### src/core/dac_cfg_pkg.sv
// Contract
// - serial port runs four-pin when four_wire_serial_select is 1, three-pin when 0
// - bus_bit_reverse swaps input data bus lane order, MSB to LSB
// - divider_sync_disable blocks sync events to the clock divider
// - elastic_offset_sync_disable stops reloading buffer pointer offset on sync
// - delay_loop_skip bypasses data clock delay loop; source then owns timing
// - clock_multiplier_skip bypasses multiplier, reference clock used directly
// - hold_stage_sync_disable blocks sync to hold stage; host mirrors offset bit
// - each channel sleeps only on its own powerdown bit
// - bias corner bit 0 selects 95 kHz, 1 selects 472 kHz
// - multiplier sleep and delay sleep bits put those loops to sleep
// - four-bit current scale gives field plus one sixteenths; A upper, B lower
// - restart holds delay loop filter zero, line mid-range; clear reacquires
// - delay loop lock indicator cleared while restart is set
// - multiplier code is thermometer: M 1,2,4,8,16,32; others invalid
// - divider code is thermometer: N 1,2,4,8; others invalid
// - oscillator frequency equals reference times M divided by N
// - delay trim steps 5 degrees around 90; 1000 is 50, 0111 is 125
// - delay_clock_invert inverts internal delay loop clock
// - bias select 011 max bias, 000 mid, 101 min; 100 never used
package dac_cfg_pkg;
    localparam logic [4:0] ADDR_SERIAL_SYNC = 5'h05;
    localparam logic [4:0] ADDR_POWER_BIAS  = 5'h06;
    localparam logic [4:0] ADDR_CUR_SCALE   = 5'h07;
    localparam logic [4:0] ADDR_RESTART     = 5'h08;
    localparam logic [4:0] ADDR_MULT_DIV    = 5'h09;
    localparam logic [4:0] ADDR_DLY_TUNE    = 5'h0A;
    localparam int         NUM_REGS         = 6;

    localparam logic [7:0] RST_SERIAL_SYNC = 8'h00;
    localparam logic [7:0] RST_POWER_BIAS  = 8'h0C;
    localparam logic [7:0] RST_CUR_SCALE   = 8'hFF;
    localparam logic [7:0] RST_RESTART     = 8'h00;
    localparam logic [7:0] RST_MULT_DIV    = 8'h00;
    localparam logic [7:0] RST_DLY_TUNE    = 8'h00;

    // writable bits; reserved/unused bits read zero
    localparam logic [7:0] MASK_SERIAL_SYNC = 8'hF6;
    localparam logic [7:0] MASK_POWER_BIAS  = 8'hBF;
    localparam logic [7:0] MASK_CUR_SCALE   = 8'hFF;
    localparam logic [7:0] MASK_RESTART     = 8'h08;
    localparam logic [7:0] MASK_MULT_DIV    = 8'hFF;
    localparam logic [7:0] MASK_DLY_TUNE    = 8'hFF;

    localparam int BIT_FOUR_WIRE   = 7;
    localparam int BIT_BUS_REV     = 6;
    localparam int BIT_DIV_SYNC    = 5;
    localparam int BIT_OFS_SYNC    = 4;
    localparam int BIT_DLY_SKIP    = 2;
    localparam int BIT_MUL_SKIP    = 1;
    localparam int BIT_HOLD_SYNC   = 7;
    localparam int BIT_B_PD        = 5;
    localparam int BIT_A_PD        = 4;
    localparam int BIT_A_CORNER    = 3;
    localparam int BIT_B_CORNER    = 2;
    localparam int BIT_MUL_SLEEP   = 1;
    localparam int BIT_DLY_SLEEP   = 0;
    localparam int BIT_DLY_RESTART = 3;
    localparam int BIT_DLY_INV     = 3;

    localparam int CORNER_LOW_KHZ  = 95;
    localparam int CORNER_HIGH_KHZ = 472;
    localparam logic [6:0] TRIM_BASE_DEG = 7'h5A;
    localparam logic [6:0] TRIM_STEP_DEG = 7'h05;
    localparam logic [2:0] BIAS_MAX      = 3'h3;
    localparam logic [2:0] BIAS_MID      = 3'h0;
    localparam logic [2:0] BIAS_MIN      = 3'h5;
    localparam logic [2:0] BIAS_FORBID   = 3'h4;

    typedef struct packed {
        logic       fourWireSerial;
        logic       busBitReverse;
        logic       dividerSyncEnable;
        logic       offsetSyncEnable;
        logic       holdSyncEnable;
        logic       delayLoopSkip;
        logic       clockMultSkip;
        logic       chanASleep;
        logic       chanBSleep;
        logic       chanACornerHigh;
        logic       chanBCornerHigh;
        logic       multSleep;
        logic       delaySleep;
        logic [4:0] chanAScale;
        logic [4:0] chanBScale;
        logic       delayRestart;
        logic       delayClockInvert;
        logic [2:0] delayBias;
        logic       delayBiasForbidden;
        logic [6:0] delayPhaseDeg;
    } ctrl_type;

    typedef struct packed {
        logic [5:0] multM;
        logic       multValid;
        logic [3:0] divN;
        logic       divValid;
    } ratio_type;
endpackage

### src/core/dac_config_bank.sv
`timescale 1ns/1ps
`default_nettype none
module dac_config_bank (
    // clock and reset
    input  wire logic                  clk,
    input  wire logic                  sys_rst,
    // register access from serial port framer
    input  wire logic                  regWrEn,
    input  wire logic                  regRdEn,
    input  wire logic [4:0]            regAddr,
    input  wire logic [7:0]            regWrData,
    output logic      [7:0]            regRdData,
    output logic                       regRdValid,
    // datapath and loop status
    input  wire logic [15:0]           lvdsDataIn,
    input  wire logic                  syncEvent,
    input  wire logic                  delayLockRaw,
    // datapath and loop controls
    output logic      [15:0]           lvdsDataOrdered,
    output logic                       dividerSync,
    output logic                       offsetSync,
    output logic                       holdSync,
    output logic                       delayLoopLocked,
    output dac_cfg_pkg::ctrl_type      ctrl,
    output dac_cfg_pkg::ratio_type     ratio
);
    logic [47:0] regsFlat;
    logic [2:0]  wrIdx;
    logic        wrHit;
    logic [2:0]  rdIdx;
    logic [7:0]  serialSync;
    logic [7:0]  powerBias;
    logic [7:0]  curScale;
    logic [7:0]  restartCtl;
    logic [7:0]  multDiv;
    logic [7:0]  dlyTune;

    // address to index
    always_comb begin
        wrHit = 1'b0;
        wrIdx = 3'h7;
        if (regAddr >= dac_cfg_pkg::ADDR_SERIAL_SYNC && regAddr <= dac_cfg_pkg::ADDR_DLY_TUNE) begin
            wrHit = 1'b1;
            wrIdx = 3'(regAddr - dac_cfg_pkg::ADDR_SERIAL_SYNC);
        end
        rdIdx = wrIdx;
    end

    cfg_reg_file u_regs (
        .clk      (clk),
        .sys_rst  (sys_rst),
        .wrEn     (regWrEn && wrHit),
        .wrIdx    (wrIdx),
        .wrData   (regWrData),
        .rdIdx    (rdIdx),
        .rdData   (regRdData),
        .regsFlat (regsFlat)
    );

    assign {dlyTune, multDiv, restartCtl, curScale, powerBias, serialSync} = regsFlat;

    thermo_decode u_decode (
        .multCode (multDiv[7:3]),
        .divCode  (multDiv[2:0]),
        .ratio    (ratio)
    );

    // control decode
    logic [3:0] trim;
    always_comb begin
        trim = dlyTune[7:4];
        ctrl = '0;
        ctrl.fourWireSerial    = serialSync[dac_cfg_pkg::BIT_FOUR_WIRE];
        ctrl.busBitReverse     = serialSync[dac_cfg_pkg::BIT_BUS_REV];
        ctrl.dividerSyncEnable = !serialSync[dac_cfg_pkg::BIT_DIV_SYNC];
        ctrl.offsetSyncEnable  = !serialSync[dac_cfg_pkg::BIT_OFS_SYNC];
        ctrl.delayLoopSkip     = serialSync[dac_cfg_pkg::BIT_DLY_SKIP];
        ctrl.clockMultSkip     = serialSync[dac_cfg_pkg::BIT_MUL_SKIP];
        ctrl.holdSyncEnable    = !powerBias[dac_cfg_pkg::BIT_HOLD_SYNC];
        ctrl.chanASleep        = powerBias[dac_cfg_pkg::BIT_A_PD];
        ctrl.chanBSleep        = powerBias[dac_cfg_pkg::BIT_B_PD];
        ctrl.chanACornerHigh   = powerBias[dac_cfg_pkg::BIT_A_CORNER];
        ctrl.chanBCornerHigh   = powerBias[dac_cfg_pkg::BIT_B_CORNER];
        ctrl.multSleep         = powerBias[dac_cfg_pkg::BIT_MUL_SLEEP];
        ctrl.delaySleep        = powerBias[dac_cfg_pkg::BIT_DLY_SLEEP];
        ctrl.chanAScale        = {1'b0, curScale[7:4]} + 5'h01;
        ctrl.chanBScale        = {1'b0, curScale[3:0]} + 5'h01;
        ctrl.delayRestart      = restartCtl[dac_cfg_pkg::BIT_DLY_RESTART];
        ctrl.delayClockInvert  = dlyTune[dac_cfg_pkg::BIT_DLY_INV];
        ctrl.delayBias         = dlyTune[2:0];
        ctrl.delayBiasForbidden = (dlyTune[2:0] == dac_cfg_pkg::BIAS_FORBID);
        // signed trim: 90 degrees plus or minus 5 per step
        if (trim[3]) begin
            ctrl.delayPhaseDeg = dac_cfg_pkg::TRIM_BASE_DEG
                - 7'(({1'b0, ~trim[2:0]} + 4'h1) * dac_cfg_pkg::TRIM_STEP_DEG);
        end else begin
            ctrl.delayPhaseDeg = dac_cfg_pkg::TRIM_BASE_DEG
                + 7'(trim * dac_cfg_pkg::TRIM_STEP_DEG);
        end
    end

    // bus order swap
    genvar b;
    logic [15:0] dataNext;
    generate
        for (b = 0; b < 16; b++) begin : g_rev
            assign dataNext[b] = ctrl.busBitReverse ? lvdsDataIn[15-b] : lvdsDataIn[b];
        end
    endgenerate

    // registered outputs
    logic [15:0] dataReg;
    logic        divSyncNext;
    logic        ofsSyncNext;
    logic        holdSyncNext;
    logic        lockNext;
    logic        rdValidNext;
    logic        divSyncReg;
    logic        ofsSyncReg;
    logic        holdSyncReg;
    logic        lockReg;
    logic        rdValidReg;

    always_comb begin
        divSyncNext  = syncEvent && ctrl.dividerSyncEnable;
        ofsSyncNext  = syncEvent && ctrl.offsetSyncEnable;
        holdSyncNext = syncEvent && ctrl.holdSyncEnable;
        lockNext     = delayLockRaw && !ctrl.delayRestart && !ctrl.delaySleep;
        rdValidNext  = regRdEn;
    end

    always_ff @(posedge clk or posedge sys_rst) begin
        if (sys_rst) begin
            dataReg     <= 16'h0000;
            divSyncReg  <= 1'b0;
            ofsSyncReg  <= 1'b0;
            holdSyncReg <= 1'b0;
            lockReg     <= 1'b0;
            rdValidReg  <= 1'b0;
        end else begin
            dataReg     <= dataNext;
            divSyncReg  <= divSyncNext;
            ofsSyncReg  <= ofsSyncNext;
            holdSyncReg <= holdSyncNext;
            lockReg     <= lockNext;
            rdValidReg  <= rdValidNext;
        end
    end

    assign lvdsDataOrdered = dataReg;
    assign dividerSync     = divSyncReg;
    assign offsetSync      = ofsSyncReg;
    assign holdSync        = holdSyncReg;
    assign delayLoopLocked = lockReg;
    assign regRdValid      = rdValidReg;
endmodule
`default_nettype wire

### src/core/thermo_decode.sv
`timescale 1ns/1ps
`default_nettype none
module thermo_decode (
    // codes
    input  wire logic [4:0]           multCode,
    input  wire logic [2:0]           divCode,
    // decoded ratio
    output dac_cfg_pkg::ratio_type    ratio
);
    always_comb begin
        ratio = '0;
        case (multCode)
            5'h00: ratio.multM = 6'h01;
            5'h01: ratio.multM = 6'h02;
            5'h03: ratio.multM = 6'h04;
            5'h07: ratio.multM = 6'h08;
            5'h0F: ratio.multM = 6'h10;
            5'h1F: ratio.multM = 6'h20;
            default: ratio.multM = 6'h00;
        endcase
        ratio.multValid = (ratio.multM != 6'h00);
        case (divCode)
            3'h0: ratio.divN = 4'h1;
            3'h1: ratio.divN = 4'h2;
            3'h3: ratio.divN = 4'h4;
            3'h7: ratio.divN = 4'h8;
            default: ratio.divN = 4'h0;
        endcase
        ratio.divValid = (ratio.divN != 4'h0);
    end
endmodule
`default_nettype wire

### src/core/cfg_reg_file.sv
`timescale 1ns/1ps
`default_nettype none
module cfg_reg_file (
    // clock and reset
    input  wire logic       clk,
    input  wire logic       sys_rst,
    // access
    input  wire logic       wrEn,
    input  wire logic [2:0] wrIdx,
    input  wire logic [7:0] wrData,
    input  wire logic [2:0] rdIdx,
    output logic      [7:0] rdData,
    // flat contents
    output logic      [47:0] regsFlat
);
    localparam logic [47:0] RST_ALL = {dac_cfg_pkg::RST_DLY_TUNE, dac_cfg_pkg::RST_MULT_DIV,
        dac_cfg_pkg::RST_RESTART, dac_cfg_pkg::RST_CUR_SCALE,
        dac_cfg_pkg::RST_POWER_BIAS, dac_cfg_pkg::RST_SERIAL_SYNC};
    localparam logic [47:0] MASK_ALL = {dac_cfg_pkg::MASK_DLY_TUNE, dac_cfg_pkg::MASK_MULT_DIV,
        dac_cfg_pkg::MASK_RESTART, dac_cfg_pkg::MASK_CUR_SCALE,
        dac_cfg_pkg::MASK_POWER_BIAS, dac_cfg_pkg::MASK_SERIAL_SYNC};

    logic [47:0] regsReg;
    logic [47:0] regsNext;
    logic [7:0]  rdDataNext;

    genvar i;
    generate
        for (i = 0; i < dac_cfg_pkg::NUM_REGS; i++) begin : g_reg
            always_comb begin
                regsNext[i*8 +: 8] = regsReg[i*8 +: 8];
                if (wrEn && wrIdx == 3'(i)) begin
                    // reserved and unused bits ignore writes
                    regsNext[i*8 +: 8] = wrData & MASK_ALL[i*8 +: 8];
                end
            end
        end
    endgenerate

    always_comb begin
        rdDataNext = 8'h00;
        if (rdIdx < 3'(dac_cfg_pkg::NUM_REGS)) begin
            rdDataNext = regsReg[rdIdx*8 +: 8];
        end
    end

    always_ff @(posedge clk or posedge sys_rst) begin
        if (sys_rst) begin
            regsReg <= RST_ALL;
            rdData  <= 8'h00;
        end else begin
            regsReg <= regsNext;
            rdData  <= rdDataNext;
        end
    end

    assign regsFlat = regsReg;
endmodule
`default_nettype wire

### config.mk
export PLATFORM = sky130hd
export DESIGN_NAME = dac_config_bank
export DESIGN_NICKNAME = d
export VERILOG_FILES = /design/src/core/dac_cfg_pkg.sv /design/src/core/dac_config_bank.sv /design/src/core/thermo_decode.sv /design/src/core/cfg_reg_file.sv
export SDC_FILE = /design/constraint.sdc
export NUM_CORES = 1
export LEC_CHECK = 0
export ABC_CLOCK_PERIOD_IN_PS = 2320
export BUFFER_PORTS_ARGS = -buffer_cell sky130_fd_sc_hd__buf_4
export CAP_MARGIN = 5
export CORE_MARGIN = 2
export CORE_UTILIZATION = 30
export CTS_BUF_LIST = sky130_fd_sc_hd__clkbuf_4 sky130_fd_sc_hd__clkbuf_8
export DETAILED_ROUTE_END_ITERATION = 8
export GPL_TIMING_DRIVEN = 0
export PLACE_DENSITY = 0.53
export RECOVER_POWER = 25
export SYNTH_ARGS = -nofsm -noshare
export SYNTH_HDL_FRONTEND = slang
export SYNTH_SLANG_ARGS = --single-unit
### constraint.sdc
create_clock -name clk -period 2.32 [get_ports clk]
set_clock_uncertainty 0.1 [all_clocks]
set_input_delay 0.116 -clock clk [delete_from_list [all_inputs] [get_ports clk]]
set_output_delay 0.116 -clock clk [all_outputs]
set_load 0.005 [all_outputs]
==> results of run 1 <==
## routing by layer
metal	vias to the layer above	GRT usage (%)	wire [um]
met3	13	5.09	771
met4	0	3.73	144
li1	1492	-	-
met1	1544	19.8	4360
met5	-	0	0
met2	102	27.5	5220
## worst max-delay path by stage
stage          slack (ps)  cells past startpoint             endpoint                start
3_5_place_dp         -740                      7  u_regs.regsFlat[43]           regAddr[0]
4_1_cts              -320                     11              ctrl[5]  u_regs.regsFlat[46]
3_3_place_gp         -780                      7  u_regs.regsFlat[41]           regAddr[0]
5_1_grt              -380                     10              ctrl[6]  u_regs.regsFlat[45]
2_1_floorplan          50                     10              ctrl[5]  u_regs.regsFlat[46]
6_report             -270                     10              ctrl[6]  u_regs.regsFlat[45]
## power groups by stage
stage	registers (mW)	clock network (mW)	logic, mW
finish	1.63	0.897	2.40
global route	1.66	0.985	2.62
CTS	1.63	0.925	2.35
detailed placement	1.66	0	1.87
global placement	1.66	0	1.86
floorplan	1.58	0	1.12
## registers in the layout, indices dropped and copies added, names as in the netlist
name,cells
holdSync,1
lvdsDataOrdered,16
dividerSync,1
delayLoopLocked,1
offsetSync,1
u_regs.regsFlat,38
u_regs.rdData,8
regRdValid,1
## worst reg2reg max path, stage by stage, from the launching register on
cell	delay (ps)
dfrtp_1	350
clkbuf_1	450
mux2_2	390
dlygate4sd3_1	560
## cells in the final DEF (no fill, tap or decap), drive strengths merged, types with 2 or more instances in the layout
| cell type | instances |
|---|---|
| o21ai | 11 |
| ha | 20 |
| buf | 112 |
| nand2 | 12 |
| nor2 | 11 |
| dfstp | 10 |
| dfrtp | 57 |
| mux2i | 12 |
| nor2b | 6 |
| fa | 2 |
| and3 | 6 |
| xor2 | 6 |
| nor3b | 3 |
| a31oi | 4 |
| a21o | 2 |
| nand2b | 2 |
| clkbuf | 54 |
| mux2 | 55 |
| o211ai | 2 |
| inv | 23 |
| and2 | 2 |
| nand4 | 2 |
| a21oi | 15 |
| nand3 | 6 |
| clkinv | 2 |
| o22ai | 5 |
| nor3 | 4 |
| dlygate4sd3 | 33 |
| xnor2 | 9 |
| a211oi | 2 |
| clkinvlp | 2 |
## cell type report
type                       count  area, um2
fill                        1194       6840
multi-input combinational    214       2020
sequential                    67       1690
timing repair buffer         162       1250
tap                          172        215
buffer                        25        174
clock buffer                  12        159
inverter                      23       93.8
clock inverter                 4       25.0
## cells by family after synthesis
family | count (synthesis) | synth area share (%)
AO/OA/AOI/OAI | 50 | 9.22
buffers and inverters | 48 | 6.81
AND/OR/NAND/NOR | 60 | 8.72
flip-flops | 67 | 44.6
multiplexers | 67 | 19.5
adder cells (fa/ha/maj) | 22 | 7.66
XOR/XNOR | 15 | 3.47
## stage by stage
stage | std cells | setup TNS, ps
after floorplan | 329 | 0
after global placement | 612 | -51410
after detailed placement | 612 | -27260
after CTS | 676 | -1120
after global routing | 679 | -1400
final | 679 | -870
## timing repair
item                                   in CTS  in global routing
setup buffers                              15                  3
gates resized for setup                    34                  8
endpoints found under the hold margin     116                  0
hold buffers                               33                  0
setup endpoints to repair                  49                 20
pin swaps                                  14                  8
==> impl_metrics.env, run 1 <==
export IMPL_path_cells="inv_4 -> ha_4 -> xor2_4 -> xnor2_2 -> ha_1 -> a21o_1 -> a211oi_2 -> o21ai_1 -> o21a_1 -> buf_4"
export IMPL_synth_area_per_cell_um2=11.5
export IMPL_worstPathArrival_ps=2370
export IMPL_rows=41
export IMPL_area_growth_pct=48.7
export IMPL_drv_slew=0
export IMPL_hold_end="u_regs.rdData[0]"
export IMPL_yosysMostFrequentCell="dfrtp_1"
export IMPL_crit_reg2reg_capture="lvdsDataOrdered[11]"
export IMPL_drt_iter0_drc=116
export IMPL_ff2ff_setup_slack_ps=360
export IMPL_synth_top_area_cell="dfrtp_1"
export IMPL_gp_congestion=0.845
export IMPL_cp_slowest_cell="dfrtp_2"
export IMPL_synthDistinctLibCells=49
export IMPL_fin_area_um2=5630
export IMPL_synthArstFlopShare_pct=100
export IMPL_cts_sinks=67
export IMPL_grt_setup_unrepaired="yes"
export IMPL_synth_area_leaders="dfrtp_1 (38%), mux2_2 (16%), dfstp_2 (6.9%)"
export IMPL_place_area_um2=4850
export IMPL_finalSetupViolCount=5
export IMPL_crit_buf_inv=2
export IMPL_yosys_warnings=0
export IMPL_ctsHtreeMaxLevel=3
export IMPL_fp_coreArea_um2=12500
export IMPL_firstDrtPassIters=4
export IMPL_cp_max_fo=3
export IMPL_synth_seq_cells=67
export IMPL_critical_path_top_delay_family="compound AO/OA/AOI/OAI gates"
export IMPL_final_core_util_pct=45.2
export IMPL_power_mw=4.92
export IMPL_crit_required_ps=2100
export IMPL_grtUsageTotal_pct=16.1
export IMPL_synth_main_ff_cell="dfrtp_1"
export IMPL_cts_root_buf="clkbuf_8"
export IMPL_cts_buffer_depth=2
export IMPL_routed_wirelength_um=10500
export IMPL_seqPwrFrac_pct=33.0
export IMPL_antenna_found_initial=0
export IMPL_grt_pass1_wl_um=16500
export IMPL_max_stage_delay_ps=430
export IMPL_die_h_um=116
export IMPL_drive_gt1_share_pct=49.7
export IMPL_grt_pass1_vias=3166
export IMPL_holdCritPathClass="in2reg"
export IMPL_drc=0
export IMPL_initial_core_util_pct=30.4
export IMPL_p_clk_share_pct=18.2
export IMPL_routed_via_density=4.64
export IMPL_synthCells=329
export IMPL_intPower_mw=3.24
export IMPL_die_w_um=116
export IMPL_violations="setup timing"
export IMPL_powerDensity_nw_per_um2=874
export IMPL_post_place_ws_ps=-735
export IMPL_portBuffers=111
export IMPL_comb_power_share_pct=48.7
export IMPL_final_nets=559
export IMPL_slew_headroom_pct=7.70
export IMPL_p_leak_nw=2.60
export IMPL_period_share_pct=112
export IMPL_timing_final_crit_period_ps=2590
export IMPL_num_vias=3151
export IMPL_reg2reg_from="u_regs.regsFlat[6]"
export IMPL_grt_overflow=0
export IMPL_crit_type="reg2out"
export IMPL_layout_setup_ws_ps=-268
export IMPL_syn_area_um2=3790
export IMPL_synth_edf_count=0
export IMPL_critPathCaptureType="primary output"
export IMPL_status="finished, violations left"
export IMPL_n_antenna_cell=0
export IMPL_routedWlPerCell_um=15.5
export IMPL_switching_share_pct=34.1
export IMPL_switchingPower_mw=1.68
export IMPL_hold_start="regAddr[2]"
export IMPL_worstMarginPinSlew_ps=1380
export IMPL_ant_nets=0
export IMPL_whs_ps=108
export IMPL_clk_latency_ps=340
export IMPL_fmax_mhz=386
export IMPL_ioPinCount=112
export IMPL_die_area_um2=13500
export IMPL_numCtsBuffers=9
export IMPL_holdPathStages=4
export IMPL_max_cap_violations=0
export IMPL_cts_tree="done"
export IMPL_irDropWorstVdd_mv=0.457
export IMPL_dp_hpwl_um=7390
export IMPL_start_kind="flop"
export IMPL_netlist_top_cells_count="dfrtp_1 (57), mux2_2 (55), inv_1 (23), ha_1 (20), buf_4 (16)"
export IMPL_yosys_area_top_type_share_pct=37.7
export IMPL_grt_max_degree=68
export IMPL_finalHoldViolCount=0
export IMPL_worstRegToRegCells=3
export IMPL_syn_nets=386
export IMPL_clk_pin_slew_ps=70
export IMPL_ys_seq_area_share_pct=44.6
No activity file was read; power rests on OpenSTA's default activity.
==> run 2: changes to the inputs <==
--- a/config.mk
+++ b/config.mk
@@ -15,6 +15,7 @@
 export GPL_TIMING_DRIVEN = 0
 export PLACE_DENSITY = 0.53
 export RECOVER_POWER = 25
+export SKIP_CTS_REPAIR_TIMING = 1
 export SYNTH_ARGS = -nofsm -noshare
 export SYNTH_HDL_FRONTEND = slang
 export SYNTH_SLANG_ARGS = --single-unit
==> run 2 against run 1 <==
  * Via count decreased by 0.98%
  * The run still ends with setup timing left
  * Largest cell class unchanged
  * Cell count down 0.44%
  * Routed wire length shrank 1.4%
  * Critical path type unchanged
  * Combinational power fell by 6%
  * Critical endpoint is now ctrl[5]
  * Cell area fell by 1.8%
  * Sequential power is essentially flat
  * Critical path depth up 1
==> impl_metrics.env, run 2 (synthesis results as in run 1) <==
export IMPL_rows=41
export IMPL_switchingPower_mw=1.61
export IMPL_max_cap_violations=0
export IMPL_cts_tree="done"
export IMPL_dp_cells=612
export IMPL_antenna_found_initial=0
export IMPL_die_area_um2=13500
export IMPL_dp_hpwl_um=7390
export IMPL_portBuffers=111
export IMPL_final_nets=556
export IMPL_num_vias=3120
export IMPL_p_leak_nw=2.58
export IMPL_finalNonFillerCells=676
export IMPL_crit_required_ps=2100
export IMPL_firstDrtPassIters=4
export IMPL_drt_iter0_drc=115
export IMPL_final_common_cell="buf_4"
export IMPL_comb_power_share_pct=47.3
export IMPL_holdCritPathClass="in2reg"
export IMPL_cts_buffer_depth=2
export IMPL_grtUsageTotal_pct=14.9
export IMPL_routedWlPerCell_um=15.3
export IMPL_power_mw=4.78
export IMPL_numCtsBuffers=9
export IMPL_area_growth_pct=46.1
export IMPL_grt_setup_unrepaired="yes"
export IMPL_grt_overflow=0
export IMPL_intPower_mw=3.17
export IMPL_routed_via_density=4.62
export IMPL_finalSetupViolCount=5
export IMPL_cp_max_fo=6
export IMPL_timing_final_crit_period_ps=2660
export IMPL_switching_share_pct=33.7
export IMPL_fp_coreArea_um2=12500
export IMPL_fmax_mhz=375
export IMPL_initial_core_util_pct=30.4
export IMPL_grt_max_degree=68
export IMPL_mostFrequentLayoutCells="buf_4 (106), mux2_2 (55), dfrtp_1 (54)"
export IMPL_place_area_um2=4850
export IMPL_worstPathArrival_ps=2450
export IMPL_crit_type="reg2out"
export IMPL_worstMarginPinSlew_ps=1370
export IMPL_ioPinCount=112
export IMPL_seqPwrFrac_pct=34.1
export IMPL_fin_area_um2=5530
export IMPL_whs_ps=109
export IMPL_layout_setup_ws_ps=-345
export IMPL_gp_congestion=0.845
export IMPL_tns_ps=-1220
export IMPL_grt_pass1_wl_um=15300
export IMPL_slew_headroom_pct=8.55
export IMPL_period_share_pct=115
export IMPL_powerDensity_nw_per_um2=865
export IMPL_p_clk_share_pct=18.6
export IMPL_die_h_um=116
export IMPL_die_w_um=116
export IMPL_violations="setup timing"
export IMPL_ctsHtreeMaxLevel=3
export IMPL_n_antenna_cell=0
export IMPL_cts_root_buf="clkbuf_8"
export IMPL_clk_latency_ps=340
export IMPL_routed_wirelength_um=10300
export IMPL_critPathCaptureType="primary output"
export IMPL_grt_pass1_vias=2952
export IMPL_drv_slew=0
export IMPL_start_kind="flop"
export IMPL_status="finished, violations left"
export IMPL_drive_gt1_share_pct=49.0
export IMPL_ant_nets=0
export IMPL_irDropWorstVdd_mv=0.447
export IMPL_finalHoldViolCount=0
export IMPL_drc=0
export IMPL_cts_sinks=67
export IMPL_clk_pin_slew_ps=70
export IMPL_largest_reg_flops=38
[run 2: final timing paths]
| check | depth (start not counted) | slack, ps | endpoint | from |
|---|---|---|---|---|
| worst max-delay path | 11 | -340 | ctrl[5] | u_regs.regsFlat[46] |
| worst min-delay path | 4 | 110 | u_regs.rdData[0] | regAddr[2] |
| worst max register to register | 3 | 360 | lvdsDataOrdered[9] | u_regs.regsFlat[6] |
| worst min register to register | 1 | 390 | delayLoopLocked | u_regs.regsFlat[27] |
| max in group asynchronous | 3 | 560 | u_regs.regsFlat[44] | sys_rst |
| min in group asynchronous | 3 | 630 | lvdsDataOrdered[7] | sys_rst |
[run 2: final cells by class]
cell class                 count  area (um2)
fill                        1199        6930
multi-input combinational    214        1950
sequential                    67        1690
timing repair buffer         159        1220
tap                          172         215
buffer                        25         174
clock buffer                  12         159
inverter                      23        86.3
clock inverter                 4        25.0
[run 2: critical path: stages, from the launching register on]
cell     delay (ps)
dfrtp_2         450
inv_2            70
ha_1            180
nor2b_4         130
ha_1            290
inv_2            80
ha_4            220
a21o_1          170
a21oi_2         130
xnor2_1         140
a21oi_1          90
buf_4           150
[run 2: metrics by stage]
step / setup WS (ps) / util, %
after global routing: -448 / 44.4
after global placement: -782 / 38.9
after floorplan: 46.4 / -
after detailed placement: -735 / 38.9
final: -345 / 44.4
after CTS: -698 / 40.4
[run 2: per-layer routing]
layer / vias to the layer above / GRT usage [%] / share of wire (%)
met3: 9 / 5.35 / 6.4
met1: 1534 / 18.5 / 43
met5: - / 0 / 0
met4: 0 / 3.89 / 0.99
met2: 92 / 24.6 / 49
li1: 1485 / - / -
[run 2: power groups by stage]
stage          Combinational (mW)  Sequential (mW)  Clock, mW
2_1_floorplan                1.12             1.58          0
3_3_place_gp                 1.86             1.66          0
3_5_place_dp                 1.87             1.66          0
4_1_cts                      1.88             1.64      0.925
5_1_grt                      2.48             1.67      0.981
6_report                     2.26             1.63      0.889
==> run 3: changes to the inputs <==
--- a/config.mk
+++ b/config.mk
@@ -8,7 +8,6 @@
 export ABC_CLOCK_PERIOD_IN_PS = 2320
 export BUFFER_PORTS_ARGS = -buffer_cell sky130_fd_sc_hd__buf_4
 export CAP_MARGIN = 5
-export CORE_MARGIN = 2
 export CORE_UTILIZATION = 30
 export CTS_BUF_LIST = sky130_fd_sc_hd__clkbuf_4 sky130_fd_sc_hd__clkbuf_8
 export DETAILED_ROUTE_END_ITERATION = 8
@@ -16,6 +15,7 @@
 export PLACE_DENSITY = 0.53
 export RECOVER_POWER = 25
 export SKIP_CTS_REPAIR_TIMING = 1
+export SKIP_LAST_GASP = 1
 export SYNTH_ARGS = -nofsm -noshare
 export SYNTH_HDL_FRONTEND = slang
 export SYNTH_SLANG_ARGS = --single-unit
==> run 3 against run 2 <==
  * The flow still finishes with violations (setup timing)
  * Critical path depth stayed put
  * Register-to-register slack about the same
  * Fmax increased by 0.84%
  * Worst hold slack better by 8.3 ps
  * Worst setup slack improved by 22 ps
  * Largest power group unchanged
==> impl_metrics.env, run 3 (synthesis results as in run 1) <==
export IMPL_status="finished, violations left"
export IMPL_violations="setup timing"
export IMPL_max_cap_violations=0
export IMPL_cts_sinks=67
export IMPL_grt_pass1_wl_um=15700
export IMPL_finalNonFillerCells=671
export IMPL_antenna_found_initial=0
export IMPL_dp_hpwl_um=7390
export IMPL_fillers=1165
export IMPL_num_vias=3110
export IMPL_area_growth_pct=49.3
export IMPL_critPathCaptureType="primary output"
export IMPL_critical_path_top_delay_family="adder cells"
export IMPL_routedWlPerCell_um=15.7
export IMPL_irDropWorstVdd_mv=0.457
export IMPL_place_area_um2=4840
export IMPL_cts_tree="done"
export IMPL_grt_pass1_vias=2919
export IMPL_portBuffers=111
export IMPL_drv_slew=0
export IMPL_cts_buffer_depth=2
export IMPL_finalHoldViolCount=0
export IMPL_die_w_um=114
export IMPL_die_area_um2=13100
export IMPL_seqPwrFrac_pct=31.8
export IMPL_comb_power_share_pct=47.2
export IMPL_max_stage_delay_ps=440
export IMPL_largest_reg_flops=38
export IMPL_dp_cells=608
export IMPL_n_antenna_cell=0
export IMPL_final_nets=555
export IMPL_ant_nets=0
export IMPL_grt_overflow=0
export IMPL_crit_buf_inv=3
export IMPL_clk_latency_ps=340
export IMPL_rows=40
export IMPL_p_clk_share_pct=21.0
export IMPL_crit_required_ps=2100
export IMPL_switchingPower_mw=1.68
export IMPL_final_core_util_pct=46.5
export IMPL_drt_iter0_drc=102
export IMPL_layout_setup_ws_ps=-322
export IMPL_cts_root_buf="clkbuf_8"
export IMPL_drc=0
export IMPL_finalSetupViolCount=5
export IMPL_initial_core_util_pct=31.1
export IMPL_switching_share_pct=32.9
export IMPL_grt_setup_unrepaired="yes"
export IMPL_routed_via_density=4.63
export IMPL_gp_congestion=0.808
export IMPL_slew_headroom_pct=6.42
export IMPL_period_share_pct=114
export IMPL_firstDrtPassIters=4
export IMPL_ctsHtreeMaxLevel=3
export IMPL_multiInputGateArea_um2=2020
export IMPL_worstMarginPinSlew_ps=1400
export IMPL_tns_ps=-1250
export IMPL_regArea_um2=1690
export IMPL_drive_gt1_share_pct=51.1
export IMPL_crit_type="reg2out"
export IMPL_powerDensity_nw_per_um2=904
export IMPL_worstPathArrival_ps=2430
export IMPL_routed_wirelength_um=10600
export IMPL_fp_coreArea_um2=12200
export IMPL_fin_area_um2=5650
export IMPL_fmax_mhz=378
export IMPL_intPower_mw=3.43
export IMPL_clk_pin_slew_ps=70
export IMPL_cpMostUsedCell="ha_4"
export IMPL_die_h_um=114
export IMPL_timing_final_crit_period_ps=2640
export IMPL_start_kind="flop"
export IMPL_final_common_cell="buf_4"
export IMPL_ioPinCount=112
export IMPL_holdCritPathClass="in2reg"
export IMPL_power_mw=5.11
export IMPL_numCtsBuffers=9
export IMPL_cp_slowest_cell="dfrtp_2"
export IMPL_grtUsageTotal_pct=15.9
export IMPL_grt_max_degree=68
export IMPL_mostFrequentLayoutCells="buf_4 (106), mux2_2 (55), dfrtp_1 (54)"
export IMPL_path_cells="inv_2 -> ha_4 -> nor2b_4 -> ha_4 -> inv_4 -> ha_4 -> a21o_1 -> a21oi_2 -> xnor2_2 -> a21oi_2 -> buf_4"
export IMPL_p_leak_nw=2.64
export IMPL_cp_max_fo=4
==> run 3: cell type report <==
cell class                      instances  share of cell area [%]
Sequential cell                        67                    29.9
Multi-Input combinational cell        214                    35.7
Tap cell                              168                    3.72
Clock buffer                           15                    3.43
Clock inverter                          1                   0.531
Inverter                               23                    1.66
Buffer                                 25                    3.08
Timing Repair Buffer                  158                    21.9
==> run 3: metal layers <==
layer / vias to the layer above / wire [um] / global-route usage (%) / share of wire (%)
met2: 121 / 4930 / 23.8 / 47
li1: 1484 / - / - / -
met1: 1489 / 4700 / 21.1 / 45
met3: 16 / 769 / 5.77 / 7.3
met4: 0 / 157 / 5.19 / 1.5
met5: - / 0 / 0 / 0
==> run 3: path summary, 6_finish.rpt <==
check	startpoint	endpoint	slack, ps	cells past startpoint
setup / recovery	u_regs.regsFlat[46]	ctrl[5]	-320	11
hold / removal	regAddr[2]	u_regs.rdData[0]	120	4
setup reg to reg	u_regs.regsFlat[6]	lvdsDataOrdered[11]	370	3
hold reg to reg	u_regs.regsFlat[15]	holdSync	380	1
max in group asynchronous	sys_rst	u_regs.regsFlat[46]	540	3
min in group asynchronous	sys_rst	lvdsDataOrdered[10]	610	3
==> run 3: per-stage QoR <==
step           hold WS, ps  setup WS, ps
6_report               117          -322
5_1_grt                174          -438
4_1_cts               -248          -740
3_5_place_dp           126          -786
3_3_place_gp           128          -790
2_1_floorplan         47.4          46.4
==> run 3: power groups by stage <==
stage          clock network (mW)  registers [mW]  logic [mW]
2_1_floorplan                   0            1.58        1.12
3_3_place_gp                    0            1.65        1.87
3_5_place_dp                    0            1.66        1.88
4_1_cts                      1.10            1.64        1.89
5_1_grt                      1.15            1.66        2.64
6_report                     1.07            1.63        2.41
==> run 3: worst reg2reg max path: cells and delay by family (launching register included) <==
kind / cells / cell delay [ps]
buffers and inverters: 2 / 980
flip-flops: 1 / 360
multiplexers: 1 / 390
